File: src/include/line_alarm_pkg.sv
package line_alarm_pkg;

  // ----------------------------------------------------------------
  // geometry
  // ----------------------------------------------------------------
  localparam int NUM_CH = 16;
  localparam int CH_W   = 4;
  localparam int IDX_W  = 10;
  localparam int ADDR_W = 12;
  localparam int OFF_W  = 6;
  localparam int DATA_W = 32;
  localparam int REG_W  = 8;

  // ----------------------------------------------------------------
  // register indices inside one channel (byte address = 4 * index)
  // ----------------------------------------------------------------
  localparam logic [OFF_W-1:0] MASK0_IDX = 6'h1b;
  localparam logic [OFF_W-1:0] LINE_CONDITION_STATUS_IDX = 6'h1e;
  localparam logic [OFF_W-1:0] ALARM_AND_CODE_STATUS_IDX = 6'h1f;
  localparam logic [OFF_W-1:0] LINE_EVENT_INTERRUPT_LATCH_IDX = 6'h20;
  localparam logic [OFF_W-1:0] EDGE_IDX  = 6'h23;
  localparam logic [OFF_W-1:0] CTRL_IDX  = 6'h24;

  // ----------------------------------------------------------------
  // reset values and implemented bits
  // ----------------------------------------------------------------
  localparam logic [REG_W-1:0] INTS_RST  = 8'h00;
  localparam logic [REG_W-1:0] MASK_RST  = 8'hff;
  localparam logic [REG_W-1:0] EDGE_RST  = 8'h00;
  localparam logic [REG_W-1:0] CTRL_RST  = 8'h00;
  localparam logic [REG_W-1:0] EDGE_USED = 8'h1e;
  localparam logic [REG_W-1:0] CTRL_USED = 8'h03;

  // status bit positions
  localparam int B_SAIS = 7;
  localparam int B_LAIS = 6;
  localparam int B_PA   = 5;
  localparam int B_IBA  = 1;
  localparam int B_IBD  = 0;
  // interrupt latch / edge select bit positions
  localparam int B_AMP  = 7;
  localparam int B_TXJIT = 6;
  localparam int B_RXJIT = 5;
  localparam int B_TOC  = 4;
  localparam int B_TCK  = 3;
  localparam int B_TLOS = 2;
  localparam int B_LOS  = 1;
  localparam int B_LLOS = 0;
  // control bits
  localparam int C_AUTO = 0;
  localparam int C_E1   = 1;

  // ----------------------------------------------------------------
  // timing
  // ----------------------------------------------------------------
  localparam int CLK_HZ          = 25_000_000;
  localparam int TICK_US         = 1000;
  localparam int TICK_CYCLES_DEF = CLK_HZ / 1_000_000 * TICK_US;
  localparam int TICK_W          = 16;
  localparam int CNT_W           = 13;
  localparam int LOOP_T1_MS      = 40;
  localparam int LOOP_E1_MS      = 30;
  localparam int LOOP_AUTO_MS    = 5100;

endpackage

File: src/design/line_alarm_status_irq_latch.sv
// Register access over APB was left to the implementer.
`timescale 1ns/1ps

// Notes on behaviour
// - status bit 7 follows the system-side alarm indication detector
// - status bit 6 follows the line-side alarm indication detector
// - status bit 5 is one while the test pattern checker is in sync
// - bit 1 sets after activate code lasts over 40 ms, or 5.1 s auto
// - bit 0 sets after deactivate code over 40/30 ms, or 5.1 s auto
// - second status register is read-only, resets zero, bits 4..2 zero
// - latch bits reset zero; writing one clears, zero leaves unchanged
// - any set latch bit whose mask bit is zero is reported on the interrupt output
// - latch bit 7 catches amplitude overflow events
// - latch bits 6 and 5 catch transmit and receive jitter FIFO events
// - bit 4 catches overcurrent rise, or both edges when select bit 4
// - bit 3 catches clock-missing rise, or both edges when select bit 3
// - bit 2 catches transmit loss rise, or both edges when select bit 2
// - bits 1 and 0 catch signal loss edges, both sharing select bit 1
// - sixteen channel copies, each spaced 0x40 register indices apart
// - mask bit one blocks its source from the pin; masks reset to one
module line_alarm_status_irq_latch
  import line_alarm_pkg::*;
#(
  parameter int TICK_CYCLES = TICK_CYCLES_DEF
) (
  input  wire logic              pclk,
  input  wire logic              presetn,
  input  wire logic              psel,
  input  wire logic              penable,
  input  wire logic              pwrite,
  input  wire logic [ADDR_W-1:0] paddr,
  input  wire logic [DATA_W-1:0] pwdata,
  output logic      [DATA_W-1:0] prdata,
  output logic                   pready,
  output logic                   pslverr,
  output logic                   irq,
  input  wire logic [NUM_CH-1:0] sys_alarm_ind_live,
  input  wire logic [NUM_CH-1:0] line_alarm_ind_live,
  input  wire logic [NUM_CH-1:0] pattern_sync_live,
  input  wire logic [NUM_CH-1:0] loop_up_code_det,
  input  wire logic [NUM_CH-1:0] loop_down_code_det,
  input  wire logic [NUM_CH-1:0] driver_overcurrent_live,
  input  wire logic [NUM_CH-1:0] tx_clk_missing_live,
  input  wire logic [NUM_CH-1:0] tx_sig_loss_live,
  input  wire logic [NUM_CH-1:0] sys_sig_loss_live,
  input  wire logic [NUM_CH-1:0] line_sig_loss_live,
  input  wire logic [NUM_CH-1:0] amp_overflow_evt,
  input  wire logic [NUM_CH-1:0] tx_jitter_fifo_evt,
  input  wire logic [NUM_CH-1:0] rx_jitter_fifo_evt,
  output logic      [NUM_CH-1:0] loop_up_code_live,
  output logic      [NUM_CH-1:0] loop_down_code_live
);

  // all detector inputs come from on-chip logic on pclk: no synchronisers

  // ----------------------------------------------------------------
  // helpers
  // ----------------------------------------------------------------
  function automatic logic [CNT_W-1:0] loop_limit(input logic auto_lp,
                                                   input logic e1,
                                                   input logic down);
    loop_limit = CNT_W'(LOOP_T1_MS);
    if (auto_lp) begin
      loop_limit = CNT_W'(LOOP_AUTO_MS);
    end else if (down && e1) begin
      loop_limit = CNT_W'(LOOP_E1_MS);
    end
  endfunction

  function automatic logic [CNT_W-1:0] loop_next(input logic det,
                                                  input logic tick,
                                                  input logic [CNT_W-1:0] cnt,
                                                  input logic [CNT_W-1:0] lim);
    loop_next = cnt;
    if (!det) begin
      loop_next = '0;
    end else if (tick && cnt <= lim) begin
      loop_next = cnt + CNT_W'(1);
    end
  endfunction

  // ----------------------------------------------------------------
  // state
  // ----------------------------------------------------------------
  logic [REG_W-1:0]  ints_q   [NUM_CH];
  logic [REG_W-1:0]  ints_d   [NUM_CH];
  logic [REG_W-1:0]  mask_q   [NUM_CH];
  logic [REG_W-1:0]  edge_q   [NUM_CH];
  logic [REG_W-1:0]  ctrl_q   [NUM_CH];
  logic [4:0]        prev_q   [NUM_CH];
  logic [CNT_W-1:0]  up_cnt_q [NUM_CH];
  logic [CNT_W-1:0]  dn_cnt_q [NUM_CH];
  logic [REG_W-1:0]  line_condition_status_w  [NUM_CH];
  logic [REG_W-1:0]  alarm_and_code_status_w  [NUM_CH];
  logic [REG_W-1:0]  set_w    [NUM_CH];
  logic [REG_W-1:0]  clr_w    [NUM_CH];
  logic [NUM_CH-1:0] pending_w;
  logic [TICK_W-1:0] tick_cnt_q;
  logic              tick_q;
  logic [DATA_W-1:0] prdata_q;
  logic              pready_q;
  logic              pslverr_q;
  logic              irq_q;
  logic [NUM_CH-1:0] up_flag_q;
  logic [NUM_CH-1:0] dn_flag_q;

  // ----------------------------------------------------------------
  // apb decode
  // ----------------------------------------------------------------
  wire              setup    = psel & ~penable;
  wire              access   = psel & penable & pready_q;
  wire [IDX_W-1:0]  idx      = paddr[ADDR_W-1:2];
  wire [CH_W-1:0]   ch       = idx[IDX_W-1 -: CH_W];
  wire [OFF_W-1:0]  off      = idx[OFF_W-1:0];
  wire              aligned  = (paddr[1:0] == 2'b00);
  wire              hit_mask = aligned && off == MASK0_IDX;
  wire              hit_st0  = aligned && off == LINE_CONDITION_STATUS_IDX;
  wire              hit_st1  = aligned && off == ALARM_AND_CODE_STATUS_IDX;
  wire              hit_ints = aligned && off == LINE_EVENT_INTERRUPT_LATCH_IDX;
  wire              hit_edge = aligned && off == EDGE_IDX;
  wire              hit_ctrl = aligned && off == CTRL_IDX;
  wire              mapped   = hit_mask | hit_st0 | hit_st1 | hit_ints
                               | hit_edge | hit_ctrl;
  wire              wr       = access & pwrite & mapped;
  // status registers ignore writes: read-only
  wire [REG_W-1:0]  rd_byte  =
      hit_st1  ? alarm_and_code_status_w[ch] :
      hit_st0  ? line_condition_status_w[ch] :
      hit_ints ? ints_q[ch]  :
      hit_mask ? mask_q[ch]  :
      hit_edge ? edge_q[ch]  :
      hit_ctrl ? ctrl_q[ch]  : '0;
  wire [DATA_W-1:0] rd_val   = {{(DATA_W-REG_W){1'b0}}, rd_byte};

  // ----------------------------------------------------------------
  // per-channel logic
  // ----------------------------------------------------------------
  for (genvar c = 0; c < NUM_CH; c++) begin : g_ch
    wire [4:0] now_w  = {driver_overcurrent_live[c], tx_clk_missing_live[c],
                         tx_sig_loss_live[c], sys_sig_loss_live[c],
                         line_sig_loss_live[c]};
    wire [4:0] both_w = {edge_q[c][B_TOC], edge_q[c][B_TCK],
                         edge_q[c][B_TLOS], edge_q[c][B_LOS],
                         edge_q[c][B_LOS]};
    // rise always counts; fall only where both edges are selected
    wire [4:0] evt_w  = (now_w & ~prev_q[c])
                        | (~now_w & prev_q[c] & both_w);
    wire       sel_w  = (ch == CH_W'(c));
    wire [CNT_W-1:0] up_lim = loop_limit(ctrl_q[c][C_AUTO],
                                         ctrl_q[c][C_E1], 1'b0);
    wire [CNT_W-1:0] dn_lim = loop_limit(ctrl_q[c][C_AUTO],
                                         ctrl_q[c][C_E1], 1'b1);

    assign alarm_and_code_status_w[c] = {sys_alarm_ind_live[c],
                         line_alarm_ind_live[c],
                         pattern_sync_live[c],
                         3'b000,
                         up_flag_q[c], dn_flag_q[c]};
    assign line_condition_status_w[c] = {3'b000, now_w};
    // pulse sources: amplitude, tx jitter, rx jitter
    assign set_w[c]   = {amp_overflow_evt[c],
                         tx_jitter_fifo_evt[c],
                         rx_jitter_fifo_evt[c],
                         evt_w};
    assign clr_w[c]   = (wr && hit_ints && sel_w) ? pwdata[REG_W-1:0]
                                                  : '0;
    // set wins over clear so no event is lost
    assign ints_d[c]  = (ints_q[c] & ~clr_w[c]) | set_w[c];
    assign pending_w[c] = |(ints_q[c] & ~mask_q[c]);

    always_ff @(posedge pclk or negedge presetn) begin
      if (!presetn) begin
        ints_q[c]   <= INTS_RST;
        mask_q[c]   <= MASK_RST;
        edge_q[c]   <= EDGE_RST;
        ctrl_q[c]   <= CTRL_RST;
        prev_q[c]   <= '0;
      end else begin
        ints_q[c]   <= ints_d[c];
        prev_q[c]   <= now_w;
        if (wr && sel_w && hit_mask) begin
          mask_q[c] <= pwdata[REG_W-1:0];
        end
        if (wr && sel_w && hit_edge) begin
          edge_q[c] <= pwdata[REG_W-1:0] & EDGE_USED;
        end
        if (wr && sel_w && hit_ctrl) begin
          ctrl_q[c] <= pwdata[REG_W-1:0] & CTRL_USED;
        end
      end
    end

    // persistence timers count 1 ms ticks while the code is seen
    always_ff @(posedge pclk or negedge presetn) begin
      if (!presetn) begin
        up_cnt_q[c]  <= '0;
        dn_cnt_q[c]  <= '0;
        up_flag_q[c] <= 1'b0;
        dn_flag_q[c] <= 1'b0;
      end else begin
        up_cnt_q[c]  <= loop_next(loop_up_code_det[c], tick_q,
                                  up_cnt_q[c], up_lim);
        dn_cnt_q[c]  <= loop_next(loop_down_code_det[c], tick_q,
                                  dn_cnt_q[c], dn_lim);
        up_flag_q[c] <= loop_up_code_det[c]
                        && up_cnt_q[c] > up_lim;
        dn_flag_q[c] <= loop_down_code_det[c]
                        && dn_cnt_q[c] > dn_lim;
      end
    end
  end

  // ----------------------------------------------------------------
  // millisecond tick
  // ----------------------------------------------------------------
  always_ff @(posedge pclk or negedge presetn) begin
    if (!presetn) begin
      tick_cnt_q <= '0;
      tick_q     <= 1'b0;
    end else begin
      tick_q     <= (tick_cnt_q == TICK_W'(TICK_CYCLES - 1));
      tick_cnt_q <= (tick_cnt_q == TICK_W'(TICK_CYCLES - 1))
                    ? '0 : tick_cnt_q + TICK_W'(1);
    end
  end

  // ----------------------------------------------------------------
  // apb answer and interrupt pin
  // ----------------------------------------------------------------
  // one wait-free access cycle: answer is prepared during setup
  always_ff @(posedge pclk or negedge presetn) begin
    if (!presetn) begin
      pready_q  <= 1'b0;
      pslverr_q <= 1'b0;
      prdata_q  <= '0;
      irq_q     <= 1'b0;
    end else begin
      pready_q  <= setup;
      pslverr_q <= setup & ~mapped;
      if (setup) begin
        prdata_q <= pwrite ? '0 : rd_val;
      end
      irq_q     <= |pending_w;
    end
  end

  assign prdata              = prdata_q;
  assign pready              = pready_q;
  assign pslverr             = pslverr_q;
  assign irq                 = irq_q;
  assign loop_up_code_live   = up_flag_q;
  assign loop_down_code_live = dn_flag_q;

  wire rd_st1_ch0 = setup && !pwrite && hit_st1 && ch == '0;
endmodule

File: config.mk
export PLATFORM = sky130hd
export DESIGN_NAME = line_alarm_status_irq_latch
export DESIGN_NICKNAME = d
export VERILOG_FILES = /design/src/include/line_alarm_pkg.sv /design/src/design/line_alarm_status_irq_latch.sv
export SDC_FILE = /design/constraint.sdc
export NUM_CORES = 2
export LEC_CHECK = 0
export ABC_CLOCK_PERIOD_IN_PS = 6260
export BUFFER_PORTS_ARGS = -buffer_cell sky130_fd_sc_hd__buf_4
export CORE_MARGIN = 2
export CORE_UTILIZATION = 55
export DETAILED_ROUTE_END_ITERATION = 10
export GPL_TIMING_DRIVEN = 0
export PLACE_DENSITY_LB_ADDON = 0.08
export SLEW_MARGIN = 20
export SYNTH_ARGS = -nofsm -noshare
export SYNTH_HDL_FRONTEND = slang
export SYNTH_SLANG_ARGS = --single-unit
File: constraint.sdc
create_clock -name pclk -period 6.26 [get_ports pclk]
set_clock_uncertainty 0.15 [all_clocks]
set_input_delay 0.626 -clock pclk [delete_from_list [all_inputs] [get_ports pclk]]
set_output_delay 0.626 -clock pclk [all_outputs]
set_load 0.005 [all_outputs]
==> Yosys cells after proc, flatten, opt, wreduce, memory -nomap -nowiden <==
Cells that the tools add are included.
W data, S select, Z words.
{ "word_totals": {"reg_bits": 932, "output_inout_bits": 67} }
{ "classes": {"addsub": 33, "n_lt_le_gt_ge": 65, "eq_ne": 54, "muxes": 154, "bitwise_logic": 190, "n_reduce_logical": 154} }
{ "ops": {"columns": ["op", "count"], "rows": [
  ["$mux W13", 96],
  ["$add A13 B1 Y13 const B", 32],
  ["$gt A13 B13 Y1", 32],
  ["$le A13 B13 Y1", 32],
  ["$mux W8", 35],
  ["$and A8 B8 Y8", 32],
  ["$not A8 Y8", 32],
  ["$and A5 B5 Y5", 48],
  ["$bmux W8 S4", 6],
  ["$not A5 Y5", 32],
  ["$logic_and A1 B1 Y1", 151],
  ["$or A8 B8 Y8", 16],
  ["$reduce_or A128 Y1", 1],
  ["$mux W6", 16],
  ["$or A5 B5 Y5", 16],
  ["$ne A2 B1 Y1 const B", 32],
  ["$eq A4 B4 Y1 const B", 8],
  ["$eq A6 B5 Y1 const B", 3],
  ["$eq A6 B6 Y1 const B", 3],
  ["$add A16 B1 Y16 const B", 1],
  ["$eq A16 B15 Y1 const B", 1],
  ["$eq A4 B3 Y1 const B", 4],
  ["$mux W16", 1],
  ["$eq A4 B2 Y1 const B", 2],
  ["other kinds (8)", 18]
]} }

==> Depth between registers and ports, before layout <==
{ "depth": {"ltp_word": 14, "mapped_depth": 11, "depth_no_buf": 10} }

==> Worst setup path after synthesis <==
No wires, ideal clock.
{ "synth_path": {"path_kind": "input-to-reg", "startpoint": "input port paddr[9]", "endpoint": "register prdata_q[7] (netlist: prdata[7])", "t_arrival_ns": 2.655, "required_time_ns": 5.977, "setup_slack_ns": 3.322, "stages": 8, "n_path_buf": 4, "cell_sequence": "buf_4 > buf_4 > buf_2 > buf_2 > mux4_2 > mux4_2 > a221oi_1 > o31ai_1"} }
{ "synth_between": {"elab_chain_len": 11, "elab_cells_between_ends": 26, "classes_between": "25 x mux; 1 x bitwise"} }
{ "synth_rtl": {"columns": ["element", "line", "text"], "rows": [
  ["start, declared", "line_alarm_status_irq_latch.sv:31", "input wire logic [ADDR_W-1:0] paddr,"],
  ["$not A4 Y5 (not written as such) (*)", null, null],
  ["$bmux W8 S4", "line_alarm_status_irq_latch.sv:132", "hit_ctrl ? ctrl_q[ch] : '0;"],
  ["$mux W8 (not written as such) (2 in series)", "line_alarm_status_irq_latch.sv:132", null],
  ["$mux W8", "line_alarm_status_irq_latch.sv:132", null],
  ["$mux W8", "line_alarm_status_irq_latch.sv:131", "hit_edge ? edge_q[ch] :"],
  ["$mux W8", "line_alarm_status_irq_latch.sv:130", "hit_mask ? mask_q[ch] :"],
  ["$mux W8", "line_alarm_status_irq_latch.sv:129", "hit_ints ? ints_q[ch] :"],
  ["$mux W8", "line_alarm_status_irq_latch.sv:128", "hit_st0 ? line_condition_status_w[ch] :"],
  ["$mux W8 (*)", "line_alarm_status_irq_latch.sv:127", "hit_st1 ? alarm_and_code_status_w[ch] :"],
  ["$mux W8 (*)", "line_alarm_status_irq_latch.sv:241", "prdata_q <= pwrite ? '0 : rd_val;"],
  ["end signal, assigned", "line_alarm_status_irq_latch.sv:241", null],
  ["end, declared", "line_alarm_status_irq_latch.sv:100", "logic [DATA_W-1:0] prdata_q;"]
]} }
Mark *: on every way between the ends. The rest lies on a longest branch, timed or not. The select of a mux whose other input is x is not followed.
A chain may end at the register's enable or synchronous reset.

==> Worst setup path after layout <==
{ "layout_path": {"startpoint": "input port paddr[8]", "endpoint": "register prdata_q[1] (netlist: prdata[1])"} }
Same word-level chain as after synthesis.

==> reports/qor.txt <==
=====================================================================================
Result of the run ...................................................... complete, no violations
Final total negative setup slack .......................................         0 ps
Routed length on met3 ..................................................     14400 um
Placement Setup Slack ..................................................      1970 ps
Cts repair resizes .....................................................            0
Net count of the finished layout .......................................         6067
Arrival time of the worst setup path ...................................      4200 ps
Max clock buf depth ....................................................            3
Placed Instances .......................................................         6552
Vertical extent of the die .............................................       313 um
Measured slew at the worst slew-check pin ..............................      1260 ps
Number of buffers added by the clock tree synthesis step ...............          102
Share of layout cells above drive strength 1 ...........................        18.9%
Synthesized area per cell ..............................................    10.5 um^2
Minimum clock period after layout ......................................      3820 ps
Die area ...............................................................   97800 um^2
Hold bufs inserted after CTS ...........................................          130
Post-route insts no fill ...............................................         6878
Distinct cells, synth ..................................................           85
Post-Place Cell Area ...................................................   56500 um^2
Cell Area, Synth .......................................................   52400 um^2
Clock sink total .......................................................          908
Ratio of routed vias to standard cells .................................         6.16
Worst reg2reg setup slack ..............................................      2580 ps
# H-tree levels ........................................................            3
Maximum number of pins on one net before global-route repair ...........          143
Cell types occupying the most area after synthesis ..................... sky130_fd_sc_hd__dfrtp_1 (37%), sky130_fd_sc_hd__ha_1 (6.9%), sky130_fd_sc_hd__dfstp_2 (6.4%), sky130_fd_sc_hd__mux4_2 (5.5%), sky130_fd_sc_hd__mux2_2 (4.8%)
Highest metal layer used by the detailed router ........................         met5
Worst-path fanout max ..................................................           10
Antenna violations before repair .......................................           14
Number of buffers inserted by post-CTS setup repair ....................            0
Area taken by flip-flops and latches ...................................   22900 um^2
Number of global-route vias before repair ..............................        42000
Die Wd .................................................................       313 um
Worst slew slack as a fraction of its limit ............................        16.0%
Placer's final routability congestion estimate .........................         1.07
Post-route cell area ...................................................   61400 um^2
Achievable frequency ...................................................    0.262 GHz
Endpoints failing hold .................................................            0
GRT Resource Usage Total ...............................................        34.7%
Initial core utilization ...............................................        55.3%
Number of fill cells ...................................................         7664
Most common cell after layout, fill and taps aside ..................... sky130_fd_sc_hd__dfrtp_1
Endpoint of the worst setup timing path ................................ prdata[1]$_DFFE_PN0P_
Endpoint of the lowest-slack register-to-register path ................. dn_cnt_q[193]$_DFFE_PN0P_
Clk_lat worst skew .....................................................       680 ps
Setup repair after global routing missed its margin ....................           no
Count of warnings emitted by yosys .....................................            0
Prevailing post-synth register cell .................................... sky130_fd_sc_hd__dfrtp_1
Multi-input gate area in the final layout ..............................   27300 um^2
Cell row count .........................................................          113
Count of buffers inserted at the top-level ports .......................          268
Maximum capacitance violations .........................................            0
Synth area leader ...................................................... sky130_fd_sc_hd__dfrtp_1
Clock-pin slew of the registers on the worst-case setup and hold paths .        70 ps
Average wire length per cell after detail routing ......................      24.6 um
Post-DP HPWL ...........................................................    125000 um
Count of flip-flops with a built-in enable after synthesis .............            0
Cell at the root of the clock tree ..................................... sky130_fd_sc_hd__clkbuf_16
Met2 Routed Length .....................................................     75300 um
Wl on met1 .............................................................     68000 um
Fin worst setup slack ..................................................      2440 ps
Critical path startpoint category ......................................    input pin
DR iter-0 viols ........................................................         3911
Pwr/cell area ..........................................................  212 nW/um^2
Setup crit end kind ....................................................         flop
Count of pins on the block boundary ....................................          324
Routed Wire Length .....................................................    169000 um
Final count of negative-setup-slack endpoints ..........................            0
CTS tree ...............................................................          yes
Length in cells of the worst reg-to-reg path ...........................           10
Worst Path Required ....................................................      6640 ps
Reg-to-reg startpoint .................................................. ctrl_q[112]$_DFFE_PN0P_
Synth Instances ........................................................         4979
Post-synthesis async set-or-reset flop share ...........................         100%
Worst setup path start .................................................     paddr[8]
Final period util ......................................................        61.0%
Area growth, synth to finish ...........................................        17.1%
Fraction of the yosys area taken by sequential cells ...................        43.7%
IR Drop Worst-Case VDD .................................................   0.000191 V
Hold crit path type .................................................... input pin to flop
Flops & latches, synth .................................................          908
Hold slack final .......................................................      28.1 ps
Total leakage power ....................................................      27.6 nW
Area of the core region ................................................   94700 um^2
Number of vias after detailed routing ..................................        42400
1st-pass router iterations .............................................            8
Grt total ovfl .........................................................            0
Share of the synthesized area in the top cell type .....................        37.2%
Post-detailed-route count of antenna-violating nets ....................            0
Most used cells in the layout excluding fill and tap cells ............. sky130_fd_sc_hd__dfrtp_1 (780), sky130_fd_sc_hd__nand2_1 (391), sky130_fd_sc_hd__inv_1 (377)
Global-route wire length before repair .................................    258000 um
Remaining design rule violation count ..................................            0
Start-to-end type of the worst setup path .............................. input pin to flop
Count of final max-slew check failures .................................            0
=====================================================================================
-- cells in the mapped netlist, types with 60 or more instances --
cell / instances
sky130_fd_sc_hd__a21oi_1: 123
sky130_fd_sc_hd__inv_1: 377
sky130_fd_sc_hd__nand4_1: 166
sky130_fd_sc_hd__dfrtp_1: 780
sky130_fd_sc_hd__nor2b_1: 88
sky130_fd_sc_hd__nor3_1: 114
sky130_fd_sc_hd__ha_1: 289
sky130_fd_sc_hd__clkbuf_1: 107
sky130_fd_sc_hd__mux2_2: 224
sky130_fd_sc_hd__o21ai_0: 96
sky130_fd_sc_hd__mux4_2: 127
sky130_fd_sc_hd__and3_1: 104
sky130_fd_sc_hd__xor2_1: 105
sky130_fd_sc_hd__mux2i_1: 62
sky130_fd_sc_hd__nor2_1: 160
sky130_fd_sc_hd__a221o_1: 84
sky130_fd_sc_hd__dfstp_2: 128
sky130_fd_sc_hd__a21o_1: 60
sky130_fd_sc_hd__nand3_1: 164
sky130_fd_sc_hd__nand2_1: 391
sky130_fd_sc_hd__nor3b_1: 106
sky130_fd_sc_hd__and2_1: 261
sky130_fd_sc_hd__xnor2_1: 195
-- metrics by stage --
step / power (mW) / utilization [%]
2_1_floorplan: 6.26 / -
3_3_place_gp: 6.67 / 59.2
3_5_place_dp: 6.69 / 59.7
4_1_cts: 13.1 / 64.8
5_1_grt: 13.4 / 64.8
6_report: 13.0 / 64.8
-- state kept, by name, summed over array words and instances (netlist names) --
name                 flops
ctrl_q                  32
pslverr                  1
pready                   1
loop_up_code_live       16
tick_cnt_q              16
tick_q                   1
prdata                   8
ints_q                 128
edge_q                  64
irq                      1
up_cnt_q               208
loop_down_code_live     16
prev_q                  80
dn_cnt_q               208
mask_q                 128
-- where the power goes --
part	internal [mW]	leakage, nW	switching [mW]
registers	5.91	11.3	0.0122
clock network	3.84	1.75	2.53
logic	0.287	14.5	0.468
total	10.0	27.6	3.01
-- critical path, stage by stage --
cell,delay (ps)
sky130_fd_sc_hd__buf_4,120
sky130_fd_sc_hd__buf_4,220
sky130_fd_sc_hd__buf_2,480
sky130_fd_sc_hd__buf_2,500
sky130_fd_sc_hd__buf_2,510
sky130_fd_sc_hd__mux4_2,400
sky130_fd_sc_hd__mux2i_1,330
sky130_fd_sc_hd__o22ai_1,140
sky130_fd_sc_hd__nor4_1,700
sky130_fd_sc_hd__o41ai_1,120
-- worst min-delay path by stage --
stage | from | to | slack [ps] | cells past startpoint
after global placement | tick_cnt_q[0]$_DFF_PN0_ | tick_cnt_q[0]$_DFF_PN0_ | 290 | 1
after detailed placement | tick_cnt_q[0]$_DFF_PN0_ | tick_cnt_q[0]$_DFF_PN0_ | 300 | 1
final | loop_up_code_det[5] | up_cnt_q[142]$_DFFE_PN0P_ | 30 | 2
after floorplan | presetn | ctrl_q[0]$_DFFE_PN0P_ | 180 | 0
after global routing | loop_up_code_det[9] | up_cnt_q[78]$_DFFE_PN0P_ | 30 | 2
after CTS | loop_up_code_det[5] | up_cnt_q[142]$_DFFE_PN0P_ | 6 | 2
-- cell type report --
cell class / count / area share [%]
diodes: 6 / 0.0245
plain buffers: 198 / 1.55
clock buffers: 151 / 4.89
clock inverters: 39 / 0.901
inverters: 378 / 2.31
multi-input cells: 3518 / 44.5
flip-flops and latches: 908 / 37.3
well taps: 1265 / 2.58
repair buffers: 415 / 5.92
-- cell families (layout without fill, tap and decap cells) --
logic type                 count (synthesis)  after routing  synth area share, %
adders and majority gates                289            289                 6.90
muxes                                    413            413                 11.5
and+or+nand+nor                         1815           1815                 19.2
buffers and inverters                    576           1181                 4.51
xor gates and xnor gates                 300            300                 5.01
other                                      1             30              0.00716
AOI/OAI and AO/OA                        677            677                 9.22
DFF                                      908            908                 43.7
-- metal layers --
layer  global-route usage [%]  vias to the layer above
li1                         -                    19000
met1                     45.0                    21200
met2                     53.3                     1729
met3                     8.55                      519
met4                     19.5                       14
met5                        0                        -
No activity file was read; power rests on OpenSTA's default activity.
